[config.mk]
export PLATFORM = sky130hd
export DESIGN_NAME = arpt_top
export DESIGN_NICKNAME = d
export VERILOG_FILES = /design/src/logic/arpt_pkg.sv /design/src/logic/arpt_counter.sv /design/src/logic/arpt_top.sv /design/src/logic/arpt_window.sv
export VERILOG_INCLUDE_DIRS = /design/src /design/src/logic
export SDC_FILE = /design/constraint.sdc
export NUM_CORES = 1
export LEC_CHECK = 0
export ABC_AREA = 0
export ABC_CLOCK_PERIOD_IN_PS = 4250
export BUFFER_PORTS_ARGS = -buffer_cell sky130_fd_sc_hd__buf_2
export CORE_UTILIZATION = 46
export CTS_CLUSTER_DIAMETER = 150
export DETAILED_ROUTE_END_ITERATION = 6
export GPL_TIMING_DRIVEN = 1
export SLEW_MARGIN = 15
export SYNTH_ARGS = -nofsm -noshare
export SYNTH_HDL_FRONTEND = slang
export SYNTH_SLANG_ARGS = --single-unit
[constraint.sdc]
create_clock -name clk_sys_i -period 4.25 [get_ports clk_sys_i]
set_input_delay 0.6375 -clock clk_sys_i [delete_from_list [all_inputs] [get_ports clk_sys_i]]
set_output_delay 0.6375 -clock clk_sys_i [all_outputs]
set_load 0.01 [all_outputs]
[src/logic/arpt_consts.svh]
`ifndef ARPT_CONSTS_SVH
`define ARPT_CONSTS_SVH
// Purpose: Offsets, field positions and reset values of the reset phase timer.
// Assumes: Register index equals the byte address on the plain register port.
// Notes: The enable register offset is a local choice.
`define ARPT_ADDR_W 8
`define ARPT_DATA_W 24
`define ARPT_FIELD_W 16
`define ARPT_OFF_P0_BEGIN 8'h15
`define ARPT_OFF_P0_FINISH 8'h16
`define ARPT_OFF_P1_BEGIN 8'h17
`define ARPT_OFF_P1_FINISH 8'h18
`define ARPT_OFF_P2_BEGIN 8'h19
`define ARPT_OFF_P2_FINISH 8'h1A
`define ARPT_OFF_P3_BEGIN 8'h1B
`define ARPT_OFF_P3_FINISH 8'h1C
`define ARPT_OFF_TERMINAL 8'h1D
`define ARPT_OFF_ENABLE 8'h1E
`define ARPT_ENABLE_BIT 8
`define ARPT_FIELD_RESET 16'h0000
`define ARPT_NUM_PHASES 4
`endif

[src/logic/arpt_pkg.sv]
// Purpose: Types shared by the reset phase timer files.
// Assumes: Constants come from arpt_consts.svh.
// Notes: None.
package arpt_pkg;
  typedef struct packed {
    logic [15:0] begin_cnt;
    logic [15:0] finish_cnt;
  } arpt_window_t;

  typedef struct packed {
    logic [7:0] addr;
    logic [23:0] wdata;
    logic wr;
    logic rd;
  } arpt_bus_req_t;

  typedef enum logic {
    ARPT_IDLE,
    ARPT_RUN
  } arpt_state_t;
endpackage : arpt_pkg

[src/logic/arpt_counter.sv]
// Purpose: Free repetition counter that wraps at a terminal value.
// Assumes: Synchronous active-low reset.
// Notes: Held at zero while disabled.
`timescale 1ns/1ns
module arpt_counter #(
  parameter int WIDTH = 16
) (
  input wire logic clk_sys_i,
  input wire logic rst_n_i,
  input wire logic run_i,
  input wire logic [WIDTH-1:0] terminal_i,
  output logic [WIDTH-1:0] count_o,
  output logic wrap_o
);
  logic [WIDTH-1:0] count_reg;

  assign wrap_o = run_i && (count_reg >= terminal_i);
  assign count_o = count_reg;

  // A terminal lowered below the count still wraps at once, no overrun.
  always_ff @(posedge clk_sys_i) begin
    if (!rst_n_i || !run_i) begin
      count_reg <= '0;
    end else if (wrap_o) begin
      count_reg <= '0;
    end else begin
      count_reg <= count_reg + 1'b1;
    end
  end

  chk_wrap_to_zero: assert property (@(posedge clk_sys_i) disable iff (!rst_n_i)
    wrap_o |=> count_reg == '0) else $error("counter did not wrap");
  chk_count_step: assert property (@(posedge clk_sys_i) disable iff (!rst_n_i)
    (run_i && !wrap_o) ##1 run_i |-> count_reg == $past(count_reg) + 1'b1)
    else $error("counter did not step");
endmodule : arpt_counter

[src/logic/arpt_top.sv]
// Purpose: Repetition counter and four ADC reset phase windows with registers.
// Assumes: Plain register port, read data one cycle after the read strobe.
// Notes: Phases trail the count by one clock.
`include "arpt_consts.svh"
`timescale 1ns/1ns
module arpt_top (
  input wire logic clk_sys_i,
  input wire logic rst_n_i,
  input wire logic [7:0] reg_addr_i,
  input wire logic [23:0] reg_wdata_i,
  input wire logic reg_wr_i,
  input wire logic reg_rd_i,
  output logic [23:0] reg_rdata_o,
  output logic [15:0] count_o,
  output logic period_wrap_o,
  output logic [3:0] adc_reset_phase_o,
  output logic timing_engine_enable_o
);
  // ****************************************
  // Register file
  // ****************************************
  arpt_pkg::arpt_window_t win_reg [`ARPT_NUM_PHASES];
  logic [15:0] terminal_reg;
  logic enable_reg;
  logic [23:0] rdata_reg;
  logic [23:0] rdata_next;
  arpt_pkg::arpt_state_t state_reg;

  genvar gi;
  generate
    for (gi = 0; gi < `ARPT_NUM_PHASES; gi++) begin : g_win_regs
      always_ff @(posedge clk_sys_i) begin
        if (!rst_n_i) begin
          win_reg[gi].begin_cnt <= `ARPT_FIELD_RESET;
          win_reg[gi].finish_cnt <= `ARPT_FIELD_RESET;
        end else if (reg_wr_i) begin
          if (reg_addr_i == `ARPT_OFF_P0_BEGIN + 8'(2 * gi)) begin
            win_reg[gi].begin_cnt <= reg_wdata_i[15:0];
          end
          if (reg_addr_i == `ARPT_OFF_P0_FINISH + 8'(2 * gi)) begin
            win_reg[gi].finish_cnt <= reg_wdata_i[15:0];
          end
        end
      end
    end
  endgenerate

  always_ff @(posedge clk_sys_i) begin
    if (!rst_n_i) begin
      terminal_reg <= `ARPT_FIELD_RESET;
    end else if (reg_wr_i && reg_addr_i == `ARPT_OFF_TERMINAL) begin
      terminal_reg <= reg_wdata_i[15:0];
    end
  end

  always_ff @(posedge clk_sys_i) begin
    if (!rst_n_i) begin
      enable_reg <= 1'b0;
    end else if (reg_wr_i && reg_addr_i == `ARPT_OFF_ENABLE) begin
      enable_reg <= reg_wdata_i[`ARPT_ENABLE_BIT];
    end
  end

  // Unmapped addresses read as zero so software probing is harmless.
  always_comb begin
    rdata_next = 24'h000000;
    case (reg_addr_i)
      `ARPT_OFF_P0_BEGIN: rdata_next = {8'h00, win_reg[0].begin_cnt};
      `ARPT_OFF_P0_FINISH: rdata_next = {8'h00, win_reg[0].finish_cnt};
      `ARPT_OFF_P1_BEGIN: rdata_next = {8'h00, win_reg[1].begin_cnt};
      `ARPT_OFF_P1_FINISH: rdata_next = {8'h00, win_reg[1].finish_cnt};
      `ARPT_OFF_P2_BEGIN: rdata_next = {8'h00, win_reg[2].begin_cnt};
      `ARPT_OFF_P2_FINISH: rdata_next = {8'h00, win_reg[2].finish_cnt};
      `ARPT_OFF_P3_BEGIN: rdata_next = {8'h00, win_reg[3].begin_cnt};
      `ARPT_OFF_P3_FINISH: rdata_next = {8'h00, win_reg[3].finish_cnt};
      `ARPT_OFF_TERMINAL: rdata_next = {8'h00, terminal_reg};
      `ARPT_OFF_ENABLE: rdata_next = {15'h0000, enable_reg, 8'h00};
      default: rdata_next = 24'h000000;
    endcase
  end

  // Read data stand only in the cycle after the strobe.
  always_ff @(posedge clk_sys_i) begin
    if (!rst_n_i || !reg_rd_i) begin
      rdata_reg <= 24'h000000;
    end else begin
      rdata_reg <= rdata_next;
    end
  end
  assign reg_rdata_o = rdata_reg;

  // ****************************************
  // Timing engine
  // ****************************************
  always_ff @(posedge clk_sys_i) begin
    if (!rst_n_i) begin
      state_reg <= arpt_pkg::ARPT_IDLE;
    end else begin
      case (state_reg)
        arpt_pkg::ARPT_IDLE: if (enable_reg) state_reg <= arpt_pkg::ARPT_RUN;
        arpt_pkg::ARPT_RUN: if (!enable_reg) state_reg <= arpt_pkg::ARPT_IDLE;
        default: state_reg <= arpt_pkg::ARPT_IDLE;
      endcase
    end
  end

  logic run;
  assign run = (state_reg == arpt_pkg::ARPT_RUN) && enable_reg;
  assign timing_engine_enable_o = enable_reg;

  arpt_counter #(.WIDTH(`ARPT_FIELD_W)) u_counter (
    .clk_sys_i(clk_sys_i),
    .rst_n_i(rst_n_i),
    .run_i(run),
    .terminal_i(terminal_reg),
    .count_o(count_o),
    .wrap_o(period_wrap_o)
  );

  generate
    for (gi = 0; gi < `ARPT_NUM_PHASES; gi++) begin : g_phase
      arpt_window u_win (
        .clk_sys_i(clk_sys_i),
        .rst_n_i(rst_n_i),
        .run_i(run),
        .count_i(count_o),
        .win_i(win_reg[gi]),
        .phase_o(adc_reset_phase_o[gi])
      );
    end
  endgenerate

  // ****************************************
  // Checks
  // ****************************************
  // The phase checks look one cycle back because every phase output is registered.
  chk_phase_window: assert property (@(posedge clk_sys_i) disable iff (!rst_n_i)
    ##1 adc_reset_phase_o[0] == ($past(run) && $past(count_o) >= $past(win_reg[0].begin_cnt)
    && $past(count_o) <= $past(win_reg[0].finish_cnt)))
    else $error("phase 0 window wrong");
  chk_idle_quiet: assert property (@(posedge clk_sys_i) disable iff (!rst_n_i)
    !enable_reg ##1 !enable_reg |->
    count_o == 16'h0000 && adc_reset_phase_o == 4'h0)
    else $error("engine ran while disabled");
  // Software may lower the terminal at any time, so the bound is the one of the last clock.
  chk_count_limit: assert property (@(posedge clk_sys_i) disable iff (!rst_n_i)
    $stable(terminal_reg) && count_o <= terminal_reg |=>
    count_o <= $past(terminal_reg))
    else $error("count passed terminal");
  chk_term_write: assert property (@(posedge clk_sys_i) disable iff (!rst_n_i)
    reg_wr_i && reg_addr_i == `ARPT_OFF_TERMINAL |=>
    terminal_reg == $past(reg_wdata_i[15:0]))
    else $error("terminal write lost");
  chk_read_upper: assert property (@(posedge clk_sys_i) disable iff (!rst_n_i)
    reg_rdata_o[23:16] == 8'h00)
    else $error("upper bits not zero");
  chk_read_term: assert property (@(posedge clk_sys_i) disable iff (!rst_n_i)
    reg_rd_i && !reg_wr_i && reg_addr_i == `ARPT_OFF_TERMINAL |=>
    reg_rdata_o[15:0] == $past(terminal_reg))
    else $error("terminal readback wrong");
  chk_win_write: assert property (@(posedge clk_sys_i) disable iff (!rst_n_i)
    reg_wr_i && reg_addr_i == `ARPT_OFF_P3_FINISH |=>
    win_reg[3].finish_cnt == $past(reg_wdata_i[15:0]))
    else $error("window write lost");
  chk_p0_begin: assert property (@(posedge clk_sys_i) disable iff (!rst_n_i)
    reg_wr_i && reg_addr_i == `ARPT_OFF_P0_BEGIN |=>
    win_reg[0].begin_cnt == $past(reg_wdata_i[15:0]))
    else $error("begin write lost");
  chk_term_hold: assert property (@(posedge clk_sys_i) disable iff (!rst_n_i)
    !(reg_wr_i && reg_addr_i == `ARPT_OFF_TERMINAL) |=>
    $stable(terminal_reg))
    else $error("terminal changed without a write");
  chk_enable_write: assert property (@(posedge clk_sys_i) disable iff (!rst_n_i)
    reg_wr_i && reg_addr_i == `ARPT_OFF_ENABLE |=>
    enable_reg == $past(reg_wdata_i[`ARPT_ENABLE_BIT]))
    else $error("enable write lost");
  chk_enable_hold: assert property (@(posedge clk_sys_i) disable iff (!rst_n_i)
    !(reg_wr_i && reg_addr_i == `ARPT_OFF_ENABLE) |=>
    $stable(enable_reg))
    else $error("enable changed without a write");
  chk_read_enable: assert property (@(posedge clk_sys_i) disable iff (!rst_n_i)
    reg_rd_i && reg_addr_i == `ARPT_OFF_ENABLE |=>
    reg_rdata_o == {15'h0000, $past(enable_reg), 8'h00})
    else $error("enable readback wrong");
  chk_read_unmapped: assert property (@(posedge clk_sys_i) disable iff (!rst_n_i)
    reg_rd_i && (reg_addr_i < `ARPT_OFF_P0_BEGIN || reg_addr_i > `ARPT_OFF_ENABLE) |=>
    reg_rdata_o == 24'h000000)
    else $error("unmapped read not zero");
  // Read data stand for one cycle only, so a stale word can never be taken twice.
  chk_read_idle: assert property (@(posedge clk_sys_i) disable iff (!rst_n_i)
    !reg_rd_i |=>
    reg_rdata_o == 24'h000000)
    else $error("read data outlived the strobe");
  // The engine needs one clock to leave idle, so the first count step comes on the second clock after enable rises.
  chk_start_wait: assert property (@(posedge clk_sys_i) disable iff (!rst_n_i)
    $rose(enable_reg) |->
    !run && count_o == 16'h0000)
    else $error("engine started too early");
  chk_start_run: assert property (@(posedge clk_sys_i) disable iff (!rst_n_i)
    $rose(enable_reg) ##1 enable_reg |->
    run)
    else $error("engine did not start");
  chk_count_from_zero: assert property (@(posedge clk_sys_i) disable iff (!rst_n_i)
    $rose(run) |->
    count_o == 16'h0000)
    else $error("period did not start at zero");
  chk_disable_clears: assert property (@(posedge clk_sys_i) disable iff (!rst_n_i)
    $fell(enable_reg) |=>
    count_o == 16'h0000 && adc_reset_phase_o == 4'h0)
    else $error("disable did not clear the engine");
  // Reset checks carry no disable clause, since reset is exactly what they watch.
  chk_reset_regs: assert property (@(posedge clk_sys_i)
    !rst_n_i |=>
    terminal_reg == `ARPT_FIELD_RESET && enable_reg == 1'b0)
    else $error("register not cleared by reset");
  chk_reset_outputs: assert property (@(posedge clk_sys_i)
    !rst_n_i |=>
    count_o == 16'h0000 && adc_reset_phase_o == 4'h0 && reg_rdata_o == 24'h000000)
    else $error("output not cleared by reset");

  // ****************************************
  // Per-pair checks
  // ****************************************
  // Every begin/finish pair gets its own copy, so a slip in the address stride shows up
  // on the label of the pair that it hits.
  generate
    for (gi = 0; gi < `ARPT_NUM_PHASES; gi++) begin : g_win_chk
      localparam logic [7:0] BEGIN_ADDR = `ARPT_OFF_P0_BEGIN + 8'(2 * gi);
      localparam logic [7:0] FINISH_ADDR = `ARPT_OFF_P0_FINISH + 8'(2 * gi);
      chk_begin_write: assert property (@(posedge clk_sys_i)
        disable iff (!rst_n_i)
        reg_wr_i && reg_addr_i == BEGIN_ADDR |=>
        win_reg[gi].begin_cnt == $past(reg_wdata_i[15:0]))
        else $error("begin write lost");
      chk_finish_write: assert property (@(posedge clk_sys_i)
        disable iff (!rst_n_i)
        reg_wr_i && reg_addr_i == FINISH_ADDR |=>
        win_reg[gi].finish_cnt == $past(reg_wdata_i[15:0]))
        else $error("finish write lost");
      chk_begin_hold: assert property (@(posedge clk_sys_i)
        disable iff (!rst_n_i)
        !(reg_wr_i && reg_addr_i == BEGIN_ADDR) |=>
        $stable(win_reg[gi].begin_cnt))
        else $error("begin changed without a write");
      chk_finish_hold: assert property (@(posedge clk_sys_i)
        disable iff (!rst_n_i)
        !(reg_wr_i && reg_addr_i == FINISH_ADDR) |=>
        $stable(win_reg[gi].finish_cnt))
        else $error("finish changed without a write");
      chk_begin_read: assert property (@(posedge clk_sys_i)
        disable iff (!rst_n_i)
        reg_rd_i && reg_addr_i == BEGIN_ADDR |=>
        reg_rdata_o == {8'h00, $past(win_reg[gi].begin_cnt)})
        else $error("begin readback wrong");
      chk_finish_read: assert property (@(posedge clk_sys_i)
        disable iff (!rst_n_i)
        reg_rd_i && reg_addr_i == FINISH_ADDR |=>
        reg_rdata_o == {8'h00, $past(win_reg[gi].finish_cnt)})
        else $error("finish readback wrong");
      chk_win_reset: assert property (@(posedge clk_sys_i)
        !rst_n_i |=>
        win_reg[gi].begin_cnt == `ARPT_FIELD_RESET
        && win_reg[gi].finish_cnt == `ARPT_FIELD_RESET)
        else $error("window not cleared by reset");
      chk_phase_tracks: assert property (@(posedge clk_sys_i)
        disable iff (!rst_n_i)
        ##1 adc_reset_phase_o[gi] == ($past(run)
        && $past(count_o) >= $past(win_reg[gi].begin_cnt)
        && $past(count_o) <= $past(win_reg[gi].finish_cnt)))
        else $error("phase window wrong");
      // A pair with begin above finish describes an empty window and must stay low.
      chk_empty_window: assert property (@(posedge clk_sys_i)
        disable iff (!rst_n_i)
        $past(win_reg[gi].begin_cnt > win_reg[gi].finish_cnt) |->
        !adc_reset_phase_o[gi])
        else $error("empty window asserted");
    end
  endgenerate

  // ****************************************
  // Coverage
  // ****************************************
  cov_wrap: cover property (@(posedge clk_sys_i) disable iff (!rst_n_i) period_wrap_o);
  cov_phase0: cover property (@(posedge clk_sys_i) disable iff (!rst_n_i)
    $rose(adc_reset_phase_o[0]));
  cov_disable: cover property (@(posedge clk_sys_i) disable iff (!rst_n_i) $fell(enable_reg));
  cov_phase1_pulse: cover property (@(posedge clk_sys_i) disable iff (!rst_n_i)
    $rose(adc_reset_phase_o[1]) ##1 $fell(adc_reset_phase_o[1]));
  cov_reset_running: cover property (@(posedge clk_sys_i) enable_reg && !rst_n_i);
endmodule : arpt_top

[src/logic/arpt_window.sv]
// Purpose: Compares the count against one begin/finish pair.
// Assumes: Count and window values are in the same clock domain.
// Notes: Output is registered, so it trails the count by one cycle.
`timescale 1ns/1ns
module arpt_window (
  input wire logic clk_sys_i,
  input wire logic rst_n_i,
  input wire logic run_i,
  input wire logic [15:0] count_i,
  input arpt_pkg::arpt_window_t win_i,
  output logic phase_o
);
  logic phase_reg;

  always_ff @(posedge clk_sys_i) begin
    if (!rst_n_i) begin
      phase_reg <= 1'b0;
    end else begin
      phase_reg <= run_i && (count_i >= win_i.begin_cnt) &&
        (count_i <= win_i.finish_cnt);
    end
  end
  assign phase_o = phase_reg;
endmodule : arpt_window
# --- After elaboration in Yosys (flattened, before gate mapping) ---
# Memories as Yosys holds them, arrays and structs flattened.
# Cells that the tools add are included.
totals:
  inputBits: 36
  out_inout_bits: 46
  mem_bits_rw: 128
  regBits: 62
  memories: 1
classes:
  reduce_logical: 18
  n_addsub: 1
  mux: 43
  n_eq_ne: 10
  bitwise: 8
  n_lt_le_gt_ge: 9
memory_table:
  columns: ["name", "depth", "width", "rd", "rd_ports_with_merged_regs", "wr", "line_no", "source"]
  rows:
  - ["win_reg", 4, 32, 4, 0, 4, "arpt_top.sv:22", "arpt_pkg::arpt_window_t win_reg [`ARPT_NUM_PHASES];"]
ops:
  columns: ["op", "n"]
  rows:
  - ["$pmux 16 s10", 1]
  - ["$mux 16", 8]
  - ["$eq 8x5->1 const B", 10]
  - ["$ge 16x16->1", 5]
  - ["$le 16x16->1", 4]
  - ["$mux 1", 34]
  - ["$add 16x1->16 const B", 1]
  - ["$logic_and 1x1->1", 12]
  - ["$or 1x1->1", 8]
  - ["$logic_not 1->1", 3]
  - ["$logic_or 1x1->1", 2]
  - ["$reduce_or 2->1", 1]

# --- Logic depth before layout (Yosys ltp) ---
logic_depth:
  word_depth: 6
  mapped_depth: 8
  mapped_depth_nobuf: 7

# --- Hierarchy ---
# A second synthesis with hierarchy kept.
hier_totals:
  hier_cells: 1131
  area_unflattened_um2: 11768.8
modules_own_cells:
  columns: ["mod", "cells_each", "area_each_um2", "instances"]
  rows:
  - ["arpt_top", 554, 7303.3, 1]
  - ["arpt_window", 112, 822.0, 4]
  - ["arpt_counter", 129, 1177.4, 1]

# --- Least setup slack after synthesis ---
# Ideal clock, no wire load.
synth_timing:
  kind: "in2reg"
  startpoint: "input port reg_addr_i[5]"
  endpoint: "memory win_reg[1][16] (netlist bit), enable pin"
  setup_ps: 411
  arrival_time_ps: 2940
  n_path_buf: 1
  slack_ps: 899
  stages: 6
  path_cell_list: "nor4b_1 nand3_1 inv_1 clkbuf_1 nand2_1 o21ai_0"
synth_lines:
  columns: ["element", "line_no", "source"]
  rows:
  - ["start: declaration", "arpt_top.sv:9", "input wire logic [7:0] reg_addr_i,"]
  - ["end: declaration", "arpt_top.sv:22", null]

# --- Worst setup path after layout ---
layout_timing:
  startpoint: "register u_counter.count_reg[0], in the netlist u_counter.count_o[0]"
  endpoint: "output port period_wrap_o"
layout_via:
  elab_chain_len: 2
layout_lines:
  columns: ["element", "line_no", "source"]
  rows:
  - ["start: declaration", "arpt_counter.sv:15", "logic [WIDTH-1:0] count_reg;"]
  - ["start signal: assignment", "arpt_counter.sv:27", "count_reg <= count_reg + 1'b1;"]
  - ["$ge 16x16->1", "arpt_counter.sv:17", "assign wrap_o = run_i && (count_reg >= terminal_i);"]
  - ["$logic_and 1x1->1", "arpt_counter.sv:17", null]
  - ["end: declaration", "arpt_top.sv:15", "output logic period_wrap_o,"]
# Every way passes these cells.

==> results.ini <==
[run_status]
status=completed

[placed_design]
hpwl_um=24800
dp_slack_ns=1.01
io_buffer_count=65
gp_congestion=0.899

[pwr]
ir_drop_mv=0.264
p_per_area_nw_per_um2=304
leakage_nw=5.63

[clock_network]
cts_tree=yes
htree_levels=4
clkTransAtPathRegs_ns=0.07
cts.path.max_buffers=2
ctsResizeCount=0
cts_setup_buffers=0
hold_buffers=0
cts.sinks=182
clk_latency_ns=0.43
cts-root-buf=clkbuf_16
cts_inserted_buffers=17

[sta]
worst_pin_slew_ns=0.844
fin_ws_ns=0.778
setup_viol=0
fin_crit_sh=0.817
fin_tns_setup_ns=0
slew-limit-headroom=0.433
fmax_ghz=0.288
rsz0062_at_grt=no
skew_ns=0.0116
hold_viol=0
maxSlewViolCount=0
fin_crit_ns=3.47

[layout]
fillers=2261
diodes=0
largest_reg_flops=128
fin_nets=1393
drive_gt1_frac=0.135
syn_to_final_growth_pct=12.1

[worst_hold_path]
min_path_type=reg -> reg

[floorplan]
initial_core_util=0.469
core_um2=24200
io_pins=82
fp.dieArea_um2=25300
die_h_um=159
rows=57
die_x_um=159

[synth]
synth_largest_area_cell=edfxtp_1
syn_inst=1128
ys.warnings.count=0
synth-main-ff-cell=edfxtp_1
ys_async_sr_fraction=0
syn_area_um2=11400
synth_top_cell_area_share=0.338
synth_edf_count=128
yosys-top-cells-area=edfxtp_1 34%, ha_1 16%, dfxtp_1 9.5%
ys_seq_elements=182
syn_avg_cell_area_um2=10.1
ys_seq_area_frac=0.433
ys_types=59

[worst_setup_path]
critical_path_class=reg -> out
crit_required_ns=3.61
worstPathArrival_ns=2.83
path_max_fanout=9
start_kind=flip-flop
critPathCaptureType=primary output

[global_route]
grt_pass1_wl_um=49700
grt_max_degree=32
grt_antenna_before_repair=0
track_usage=0.266
grt_pass1_vias=8162
grt-ovfl-total=0

[routing]
wirelength_um=33400
dr.pass1.iters=6
drc=0
ant_nets=0
vias_per_cell=5.68
wire_per_inst_um=21.5
vias=8797
initialDrtViolationCount=823

[job]
drv_cap=0

[final cells by class]
class / instances / area [um^2] / area share
multi-input combinational: 759 / 5650 / 0.444
clock buffer: 18 / 439 / 0.0345
inverter: 148 / 556 / 0.0436
clock inverter: 14 / 145 / 0.0114
timing repair buffer: 104 / 618 / 0.0485
sequential: 182 / 4920 / 0.387
tap: 324 / 405 / 0.0318
[metrics by stage]
step | std cells | hold slack, ns | utilization | cell area (um^2) | total power, mW
final | 1549 | 0.475 | 0.525 | 12700 | 3.87
after global routing | 1549 | 0.513 | 0.525 | 12700 | 3.99
after CTS | 1549 | 0.477 | 0.525 | 12700 | 3.89
after detailed placement | 1517 | 0.468 | 0.501 | 12200 | 2.30
after global placement | 1517 | 0.452 | 0.501 | 12200 | 2.29
after floorplan | 1135 | 0.443 | - | 11400 | 2.18
[layout by cell type (no fill, tap or decap), types with 10 or more instances in the layout]
cell type / n
a21boi_0: 16
a21o_1: 11
a21oi_1: 52
a222oi_1: 13
a22oi_1: 31
a31oi_1: 15
and2_1: 129
buf_2: 65
buf_4: 39
clkbuf_16: 17
dfxtp_1: 54
edfxtp_1: 128
ha_1: 145
inv_1: 148
mux2_2: 16
nand2_1: 81
nand3_1: 36
nand4_1: 22
nor2_1: 36
nor3_1: 13
o21ai_0: 29
xnor2_1: 10
[worst max-delay path, stage by stage (launching register included)]
cell	delay, ns
dfxtp_1	0.31
inv_1	0.36
ha_1	0.31
nand2b_1	0.13
a2111oi_0	0.57
o311ai_0	0.30
nand2_1	0.14
a21oi_1	0.12
buf_2	0.16
[cell families after synthesis]
group                    count (synthesis)  share of synthesized area
AND/OR/NAND/NOR                        362                      0.178
AO/OA/AOI/OAI                          209                      0.124
buffers and inverters                  194                     0.0718
flip-flops                             182                      0.433
adder cells (fa/ha/maj)                145                      0.160
multiplexers                            21                     0.0214
XOR/XNOR                                14                     0.0108
other                                    1                   0.000330
[cell usage after synthesis (5+ instances only)]
master / instances
o211ai_1: 6
nor2b_1: 5
clkbuf_1: 19
inv_1: 148
xnor2_1: 10
a31oi_1: 15
a22oi_1: 31
edfxtp_1: 128
ha_1: 145
nand4_1: 22
dfxtp_1: 54
a2111oi_0: 8
and2_1: 129
nor3_1: 14
and4_1: 5
nor2_1: 36
a221oi_1: 5
mux2_2: 16
nand3_1: 36
buf_4: 15
a222oi_1: 13
a21boi_0: 16
nand2_1: 81
nand2b_1: 6
nor4_1: 5
a21oi_1: 52
a21o_1: 11
o21ai_0: 32
[per-layer routing]
| metal | wire length [um] | part of all wire | global-route usage |
|---|---|---|---|
| met4 | 727 | 0.022 | 0.0848 |
| met3 | 2180 | 0.065 | 0.0380 |
| met1 | 14900 | 0.45 | 0.370 |
| met5 | 0 | 0 | 0 |
| met2 | 15500 | 0.47 | 0.427 |
[final timing paths]
path / startpoint / end / slack, ns / depth (start not counted)
worst max-delay path: u_counter.count_o[0] / period_wrap_o / 0.78 / 8
worst min-delay path: terminal_reg[8] / terminal_reg[8] / 0.47 / 2
worst max register to register: u_counter.count_o[0] / u_counter.count_o[11] / 1.61 / 7
worst min register to register: terminal_reg[8] / terminal_reg[8] / 0.47 / 2
[power by group]
group / internal (mW) / leakage [nW] / total (mW) / switching (mW)
registers: 1.96 / 1.65 / 1.99 / 0.0350
logic: 0.0871 / 3.69 / 0.270 / 0.183
clock network: 0.888 / 0.291 / 1.61 / 0.724
total: 2.93 / 5.63 / 3.87 / 0.942
Note: power is estimated with default switching activity, not from simulation.
